## config.mk

```make
export PLATFORM = sky130hd
export DESIGN_NAME = leoc_regs
export DESIGN_NICKNAME = d
export VERILOG_FILES = /design/src/leoc_pkg.sv /design/src/leoc_regs.sv
export SDC_FILE = /design/constraint.sdc
export NUM_CORES = 1
export LEC_CHECK = 0
export BUFFER_PORTS_ARGS = -buffer_cell sky130_fd_sc_hd__buf_2
export CORE_MARGIN = 2
export CORE_UTILIZATION = 53
export CTS_CLUSTER_DIAMETER = 80
export CTS_CLUSTER_SIZE = 24
export DETAILED_ROUTE_END_ITERATION = 16
export GPL_ROUTABILITY_DRIVEN = 0
export GPL_TIMING_DRIVEN = 0
export PLACE_DENSITY = 0.84
export SLEW_MARGIN = 20
export SYNTH_ARGS = -nofsm -noshare
export SYNTH_HDL_FRONTEND = slang
export SYNTH_SLANG_ARGS = --single-unit
export TNS_END_PERCENT = 5
```

## constraint.sdc

```tcl
create_clock -name CLK -period 3.9 [get_ports CLK]
set_input_delay 0.39 -clock CLK [delete_from_list [all_inputs] [get_ports CLK]]
set_output_delay 0.39 -clock CLK [all_outputs]
set_load 0.02 [all_outputs]
```

## src/leoc_pkg.sv

```systemverilog
// constants, carrier types and decode helpers for the lamp config registers
package leoc_pkg;

  // ----------------------------------------------------------------------
  // register addresses and masks
  // ----------------------------------------------------------------------
  localparam logic [7:0] LEOC_EMI_ADDR = 8'hf6; // interference control
  localparam logic [7:0] LEOC_OVR_ADDR = 8'hf7; // current overdrive control
  localparam logic [7:0] LEOC_EMI_RESET = 8'h00; // defined bits clear
  localparam logic [7:0] LEOC_OVR_RESET = 8'h00; // all bits clear
  localparam logic [7:0] LEOC_EMI_WMASK = 8'hf7; // bit 3 held at zero
  localparam logic [7:0] LEOC_OVR_WMASK = 8'hff; // every bit writable
  localparam logic [7:0] LEOC_UNMAPPED = 8'h00; // read of other address

  // ----------------------------------------------------------------------
  // field positions
  // ----------------------------------------------------------------------
  localparam int LEOC_SPREAD_LSB = 0; // spread select, 2 bits
  localparam int LEOC_SHAPE_BIT = 2; // spread shape select
  localparam int LEOC_STEP_EN_BIT = 4; // frequency step enable
  localparam int LEOC_STEP_SEL_LSB = 5; // step select, 3 bits
  localparam int LEOC_STEP_DIR_BIT = 7; // step select msb: down
  localparam int LEOC_LEVEL_LSB = 0; // overdrive level, 3 bits
  localparam int LEOC_OVR_EN_BIT = 3; // overdrive enable
  localparam int LEOC_TIMEOUT_LSB = 4; // timeout field, 4 bits

  // ----------------------------------------------------------------------
  // spread amounts in tenths of a percent
  // ----------------------------------------------------------------------
  localparam logic [6:0] LEOC_SPREAD_OFF = 7'h00; // no spreading
  localparam logic [6:0] LEOC_SPREAD_1P5 = 7'h0f; // 1.5 %
  localparam logic [6:0] LEOC_SPREAD_3P0 = 7'h1e; // 3.0 %
  localparam logic [6:0] LEOC_SPREAD_6P0 = 7'h3c; // 6.0 %

  // ----------------------------------------------------------------------
  // carrier types
  // ----------------------------------------------------------------------
  // register access from the serial management logic
  typedef struct packed {
    logic [7:0] addr; // register address
    logic [7:0] wdata; // write data
    logic wr; // write strobe, one cycle
    logic rd; // read strobe, one cycle
  } leoc_req_s;

  // shadow load from nonvolatile memory
  typedef struct packed {
    logic load; // one-cycle load strobe
    logic [7:0] emi; // stored interference byte
    logic [7:0] ovr; // stored overdrive byte
  } leoc_nv_s;

  // settings handed to the oscillator and current loop
  typedef struct packed {
    logic [6:0] spread_x10; // spread, tenths of a percent
    logic spread_random; // 1 random, 0 triangular
    logic step_active; // frequency step applied
    logic step_down; // 1 step down, 0 step up
    logic [2:0] step_pct; // step size 1 to 4 percent
    logic ovr_active; // overdrive current applied
    logic [3:0] ovr_eighths; // extra current in eighths
    logic [3:0] ovr_timeout; // raw timeout code
  } leoc_ctrl_s;

  // whole state of the block
  typedef struct packed {
    logic [7:0] emi_r; // interference control
    logic [7:0] ovr_r; // overdrive control
    logic [1:0] step_pin_sync; // step pin synchroniser
    logic [1:0] ovr_pin_sync; // overdrive pin synchroniser
    logic [7:0] rdata_r; // read answer
    leoc_ctrl_s ctrl_r; // registered settings
  } leoc_state_s;

  // ----------------------------------------------------------------------
  // decode helpers
  // ----------------------------------------------------------------------
  // spread code to amount
  function automatic logic [6:0] leoc_spread_x10(input logic [1:0] code);
    case (code)
      2'h1: leoc_spread_x10 = LEOC_SPREAD_1P5;
      2'h2: leoc_spread_x10 = LEOC_SPREAD_3P0;
      2'h3: leoc_spread_x10 = LEOC_SPREAD_6P0;
      default: leoc_spread_x10 = LEOC_SPREAD_OFF;
    endcase
  endfunction : leoc_spread_x10

endpackage : leoc_pkg

```

## src/leoc_regs.sv

```systemverilog
// interference and overdrive configuration registers of the lamp controller
`timescale 1ns/1ps

module leoc_regs
  import leoc_pkg::*;
(
  // clock and reset (reset also stands for power-down)
  input wire logic CLK,
  input wire logic RST,
  // register access
  input wire leoc_req_s REG_REQ,
  output logic [7:0] REG_RDATA,
  // nonvolatile shadow load
  input wire leoc_nv_s NV,
  // asynchronous pins
  input wire logic STEP_PIN,
  input wire logic OVR_PIN,
  // settings to the lamp logic
  output leoc_ctrl_s CTRL
);

  // ----------------------------------------------------------------------
  // state
  // ----------------------------------------------------------------------
  leoc_state_s state_r; // registered state
  leoc_state_s state_nxt; // next state
  logic emi_hit; // address decodes to F6h
  logic ovr_hit; // address decodes to F7h

  assign emi_hit = (REG_REQ.addr == LEOC_EMI_ADDR);
  assign ovr_hit = (REG_REQ.addr == LEOC_OVR_ADDR);

  // ----------------------------------------------------------------------
  // next-state logic
  // ----------------------------------------------------------------------
  // shadow load first, then a software write in the same cycle wins
  always_comb begin
    state_nxt = state_r;
    // pins pass two flops; first flop feeds only the second
    state_nxt.step_pin_sync = {state_r.step_pin_sync[0], STEP_PIN};
    state_nxt.ovr_pin_sync = {state_r.ovr_pin_sync[0], OVR_PIN};
    // copy from nonvolatile memory
    if (NV.load) begin
      state_nxt.emi_r = NV.emi & LEOC_EMI_WMASK;
      state_nxt.ovr_r = NV.ovr & LEOC_OVR_WMASK;
    end
    // software writes; reserved bit 3 never stored
    if (REG_REQ.wr && emi_hit) begin
      state_nxt.emi_r = REG_REQ.wdata & LEOC_EMI_WMASK;
    end
    if (REG_REQ.wr && ovr_hit) begin
      state_nxt.ovr_r = REG_REQ.wdata & LEOC_OVR_WMASK;
    end
    // read answer, zero for unmapped addresses
    if (REG_REQ.rd) begin
      if (emi_hit) begin
        state_nxt.rdata_r = state_r.emi_r;
      end else if (ovr_hit) begin
        state_nxt.rdata_r = state_r.ovr_r;
      end else begin
        state_nxt.rdata_r = LEOC_UNMAPPED;
      end
    end
    // settings from the current registers and synced pins
    state_nxt.ctrl_r.spread_x10 =
      leoc_spread_x10(state_r.emi_r[LEOC_SPREAD_LSB +: 2]);
    state_nxt.ctrl_r.spread_random = state_r.emi_r[LEOC_SHAPE_BIT];
    state_nxt.ctrl_r.step_active =
      state_r.emi_r[LEOC_STEP_EN_BIT] | state_r.step_pin_sync[1];
    state_nxt.ctrl_r.step_down = state_r.emi_r[LEOC_STEP_DIR_BIT];
    state_nxt.ctrl_r.step_pct =
      {1'b0, state_r.emi_r[LEOC_STEP_SEL_LSB +: 2]} + 3'h1;
    state_nxt.ctrl_r.ovr_active =
      state_r.ovr_r[LEOC_OVR_EN_BIT] | state_r.ovr_pin_sync[1];
    state_nxt.ctrl_r.ovr_eighths =
      {1'b0, state_r.ovr_r[LEOC_LEVEL_LSB +: 3]} + 4'h1;
    state_nxt.ctrl_r.ovr_timeout = state_r.ovr_r[LEOC_TIMEOUT_LSB +: 4];
  end

  // ----------------------------------------------------------------------
  // state register
  // ----------------------------------------------------------------------
  // reset and power-down clear everything
  always_ff @(posedge CLK or posedge RST) begin
    if (RST) begin
      state_r <= '0;
      state_r.emi_r <= LEOC_EMI_RESET;
      state_r.ovr_r <= LEOC_OVR_RESET;
    end else begin
      state_r <= state_nxt;
    end
  end

  // outputs straight from flops
  assign REG_RDATA = state_r.rdata_r;
  assign CTRL = state_r.ctrl_r;

  // ----------------------------------------------------------------------
  // checks
  // ----------------------------------------------------------------------
  // helper copies for past values
  logic [7:0] chk_emi; // interference register
  logic [7:0] chk_ovr; // overdrive register
  logic chk_step_pin; // synced step pin
  logic chk_ovr_pin; // synced overdrive pin
  assign chk_emi = state_r.emi_r;
  assign chk_ovr = state_r.ovr_r;
  assign chk_step_pin = state_r.step_pin_sync[1];
  assign chk_ovr_pin = state_r.ovr_pin_sync[1];

  // write to F6h lands one cycle later, bit 3 clear
  AST_EMI_WRITE: assert property (@(posedge CLK) disable iff (RST)
    (REG_REQ.wr && emi_hit) |=> (chk_emi == ($past(REG_REQ.wdata) & 8'hf7)))
    else $error("interference write not stored");

  // spread amount follows the code two cycles after the write
  AST_SPREAD: assert property (@(posedge CLK) disable iff (RST)
    (REG_REQ.wr && emi_hit) |-> ##2
      (CTRL.spread_x10 == leoc_spread_x10($past(REG_REQ.wdata[1:0], 2))))
    else $error("spread amount wrong");

  // step applied exactly when enable bit or pin is set
  AST_STEP_OR: assert property (@(posedge CLK) disable iff (RST)
    ##1 (CTRL.step_active == ($past(chk_emi[4]) || $past(chk_step_pin))))
    else $error("step enable not ORed with pin");

  // write to F7h lands one cycle later in full
  AST_OVR_WRITE: assert property (@(posedge CLK) disable iff (RST)
    (REG_REQ.wr && ovr_hit) |=> (chk_ovr == $past(REG_REQ.wdata)))
    else $error("overdrive write not stored");

  // extra current is code plus one eighths
  AST_OVR_LEVEL: assert property (@(posedge CLK) disable iff (RST)
    (REG_REQ.wr && ovr_hit) |-> ##2
      (CTRL.ovr_eighths == {1'b0, $past(REG_REQ.wdata[2:0], 2)} + 4'h1))
    else $error("overdrive level wrong");

  // overdrive applied exactly when enable bit or pin is set
  AST_OVR_OR: assert property (@(posedge CLK) disable iff (RST)
    ##1 (CTRL.ovr_active == ($past(chk_ovr[3]) || $past(chk_ovr_pin))))
    else $error("overdrive enable not ORed with pin");

  // step direction and size follow bits 7:5
  AST_STEP_SEL: assert property (@(posedge CLK) disable iff (RST)
    (REG_REQ.wr && emi_hit) |-> ##2
      ((CTRL.step_down == $past(REG_REQ.wdata[7], 2)) &&
       (CTRL.step_pct == {1'b0, $past(REG_REQ.wdata[6:5], 2)} + 3'h1)))
    else $error("step select wrong");

  // a read of F6h answers with the register next cycle
  AST_EMI_READ: assert property (@(posedge CLK) disable iff (RST)
    (REG_REQ.rd && emi_hit) |=> (REG_RDATA == $past(chk_emi)))
    else $error("interference read wrong");

  // a read of F7h answers with the register next cycle
  AST_OVR_READ: assert property (@(posedge CLK) disable iff (RST)
    (REG_REQ.rd && ovr_hit) |=> (REG_RDATA == $past(chk_ovr)))
    else $error("overdrive read wrong");

  // a read of any other address answers zero
  AST_NONE_READ: assert property (@(posedge CLK) disable iff (RST)
    (REG_REQ.rd && !emi_hit && !ovr_hit) |=> (REG_RDATA == LEOC_UNMAPPED))
    else $error("unmapped read not zero");

  // the read answer stands until the next read strobe
  AST_RDATA_HOLD: assert property (@(posedge CLK) disable iff (RST)
    !REG_REQ.rd |=> $stable(REG_RDATA))
    else $error("read answer changed without a read");

  // writes elsewhere leave both registers alone
  AST_NONE_WRITE: assert property (@(posedge CLK) disable iff (RST)
    (REG_REQ.wr && !emi_hit && !ovr_hit && !NV.load) |=>
      ($stable(chk_emi) && $stable(chk_ovr)))
    else $error("unmapped write changed a register");

  // reserved bit 3 of F6h never holds a one
  AST_RESERVED_BIT_ZERO: assert property (@(posedge CLK) disable iff (RST)
    !chk_emi[3])
    else $error("reserved bit stored");

  // shadow load copies both bytes when no write competes
  AST_LOAD: assert property (@(posedge CLK) disable iff (RST)
    (NV.load && !REG_REQ.wr) |=>
      ((chk_emi == ($past(NV.emi) & LEOC_EMI_WMASK)) &&
       (chk_ovr == $past(NV.ovr))))
    else $error("shadow load not stored");

  // a write to F7h beats the load there, F6h still loads
  AST_LOAD_SPLIT: assert property (@(posedge CLK) disable iff (RST)
    (NV.load && REG_REQ.wr && ovr_hit) |=>
      (chk_emi == ($past(NV.emi) & LEOC_EMI_WMASK)))
    else $error("shadow load lost beside a write");

  // spread shape bit follows two cycles after the write
  AST_SHAPE: assert property (@(posedge CLK) disable iff (RST)
    (REG_REQ.wr && emi_hit) |-> ##2
      (CTRL.spread_random == $past(REG_REQ.wdata[2], 2)))
    else $error("spread shape wrong");

  // timeout code passes out two cycles after the write
  AST_TIMEOUT: assert property (@(posedge CLK) disable iff (RST)
    (REG_REQ.wr && ovr_hit) |-> ##2
      (CTRL.ovr_timeout == $past(REG_REQ.wdata[7:4], 2)))
    else $error("timeout code wrong");

  // a high step pin reaches the settings after three edges
  AST_STEP_PIN: assert property (@(posedge CLK) disable iff (RST)
    STEP_PIN |-> ##3 CTRL.step_active)
    else $error("step pin not applied");

  // a high overdrive pin reaches the settings after three edges
  AST_OVR_PIN: assert property (@(posedge CLK) disable iff (RST)
    OVR_PIN |-> ##3 CTRL.ovr_active)
    else $error("overdrive pin not applied");

endmodule : leoc_regs

```

==> impl_results.md <==
- Synthesized instance count: 145
- Design Power: about 1.0 mW
- Post-Synth XOR/XNOR Area: 0.444%
- Final #Nets: 261
- Class of the most critical setup path: flop to output pin
- Clock transition at path regs: 0.08 ns
- Core Util, Final: 68.0%
- First-pass GRT wire length: 5.70 mm
- Final Hold Viols: 0
- Max Freq: 747 MHz
- Most frequent cells in the layout: buf_2 (64), dfrtp_1 (47), mux2_2 (32)
- Area share of and/or/nand/nor cells after synthesis: 7.54%
- H-tree depth: 2
- Crit-path slowest cell: dfrtp_1
- Clock root buffer: clkbuf_8
- Area growth syn-to-layout: 25.1%
- Iteration count of the initial detailed-routing pass: 4
- Syn nets: 190
- Post-Synthesis Cell Area: 1970 µm²
- Critical Path AT: about 0.95 ns
- Hold/Removal Path Class: input pin to async pin
- Synth warnings: 0
- DRC violations left: 0
- CP max stage delay: 0.38 ns
- Vias in the first global route: 1254
- Max clock buf depth: 2
- CTS resizes: 0
- Number of port buffers: 63
- Vias per cell: 4.87
- Synth Area in Adders: 3.80%
- Synthesized area per cell: 13.6 µm²
- Static Leak: 1.26 nW
- CTS tree: yes
- Synthesized flop and latch total: 47
- Max_cap viols: 0
- Final WL: 3.59 mm
- Cell Chain, Critical Path: buf_4 > buf_2
- PwrDens: 413 nW/µm²
- Die Y-Extent: 65.0 µm
- Clock Latency Late Sink: 0.30 ns
- Most common cell after layout, fill and taps aside: buf_2
- Final-report max-slew violation count: 0
- Hold WS: 0.0812 ns
- CTS sink cnt: 47
- Min Tclk post-route: between 1 and 1.5 ns
- Initial Util: approximately 54%
- Core box area: 3630 µm²
- Site Rows: 22
- IO Pins: 69
- Largest family of logic cells by synthesized area: multiplexers
- Largest net degree at the start of global routing: 28
- Setup Slack @ Placement: 2.36 ns
- Routed Antenna Nets: 0
- Worst Skew: 0.00138 ns
- Detailed Place HPWL: around 2.7 mm
- Outcome: finished, final reports clean
- Wirelength per Cell: 13.5 µm
- Congestion Overflow GR: 0
- Sequential area share after synthesis: 59.6%
- Startpoint Class: flop
- Fraction of synthesized area in multiplexers: 19.0%
- Vias: 1290
- Layout cells sized above 1: between 50 and 60%
- Period Utilization, post-route: between 30% and 40%
- Hold-fix buffers at CTS: 0
- Die width: 65.0 µm
- Initial antenna violation count: 0
- Final setup viols: 0
- Critical Path RT: 3.51 ns
- TritonCTS buffer count: 5
- RSZ-0062 raised after global routing: no
- Diode count: 0
- CP max FO: 2
- Post-CTS setup buffers: 0
- # fillers: between 200 and 300
- Critical Path Sink Type: output pin
- DIE AREA: 4230 µm²
- Setup TNS: 0 ns
- GRT Util Overall: 18.8%
- VDD IR max: 0.322 mV
- Initial detailed-routing violation count: 49
- Post-synthesis compound-gate area fraction: 3.30%
- Fin worst setup slack: 2.56 ns
- Post-synth cell types: 23
-- worst max-delay path: cells and delay by family (launching register included) --
kind / cells / cell delay (ns)
flip-flops: 1 / 0.38
buffers and inverters: 2 / 0.26
-- synth_stat cells --
library cell  number  share of area [%]
and3_1             1               0.32
xor2_1             1               0.44
nor2_1             2               0.38
dfrtp_1           47                 60
nand3_1            1               0.25
buf_6              3                1.7
and3b_1            1               0.44
and4_1             1               0.44
nand4_1            4                1.3
mux2_2            32                 18
clkbuf_1           2               0.38
mux2_4             1               0.76
inv_1             14                2.7
nand4b_4           1                1.2
buf_4              3                1.1
conb_1             1               0.19
nand2_1            8                1.5
o21ai_0            8                2.0
or2_2              2               0.63
buf_2              1               0.25
nand4_4            1                1.1
o22ai_1            4                1.3
ha_1               6                3.8
-- path summary, 6_finish.rpt --
kind / from / endpoint / slack (ns) / cells after the start
max in group asynchronous: RST / CTRL[11]$_DFF_PP0_ / 3.34 / 3
min in group CLK: OVR_PIN / state_nxt[31]$_DFF_PP0_ / 0.19 / 1
worst min register to register: state_nxt[31]$_DFF_PP0_ / chk_ovr_pin$_DFF_PP0_ / 0.36 / 0
worst min-delay path: RST / CTRL[19]$_DFF_PP0_ / 0.08 / 2
worst max-delay path: CTRL[18]$_DFF_PP0_ / CTRL[18] / 2.56 / 2
worst max register to register: chk_ovr[4]$_DFFE_PP0P_ / chk_ovr[4]$_DFFE_PP0P_ / 2.85 / 2
-- metal layers --
| metal | global-route usage [%] | vias to the layer above | part of all wire, % |
|---|---|---|---|
| met5 | 0 | - | 0 |
| met1 | 20.4 | 621 | 38 |
| met3 | 4.69 | 5 | 4.7 |
| li1 | - | 629 | - |
| met2 | 34.0 | 35 | 55 |
| met4 | 8.85 | 0 | 1.5 |
-- final cells by class --
cell class | count | area, µm² | area share, %
well taps | 48 | 60.1 | 2.43
plain buffers | 9 | 68.8 | 2.79
flip-flops and latches | 47 | 1180 | 47.6
repair buffers | 64 | 335 | 13.6
inverters | 14 | 52.6 | 2.13
multi-input cells | 75 | 677 | 27.4
clock buffers | 8 | 100 | 4.05
-- power by group --
part	internal [mW]	switching, mW
clock network	0.162	0.149
registers	0.528	0.0192
logic	0.0760	0.0872
-- kinds of logic (layout without fill, tap and decap cells) --
| logic type | after synthesis | after routing |
|---|---|---|
| adder cells (fa/ha/maj) | 6 | 6 |
| buffers and inverters | 23 | 95 |
| other | 1 | 1 |
| AND/OR/NAND/NOR | 22 | 22 |
| XOR/XNOR | 1 | 1 |
| AO/OA/AOI/OAI | 12 | 12 |
| flip-flops | 47 | 47 |
| multiplexers | 33 | 33 |
-- registers in the layout, indices dropped and copies added, names as in the netlist --
register,flops
chk_ovr,8
CTRL,20
chk_step_pin,1
chk_ovr_pin,1
chk_emi,7
REG_RDATA,8
state_nxt,2
-- stage by stage --
| stage | cells | instance area (µm²) |
|---|---|---|
| finish | 265 | 2470 |
| global route | 265 | 2470 |
| CTS | 265 | 2470 |
| detailed placement | 257 | 2370 |
| global placement | 256 | 2350 |
| floorplan | 145 | 1970 |
(Power assumes the default switching activity.)
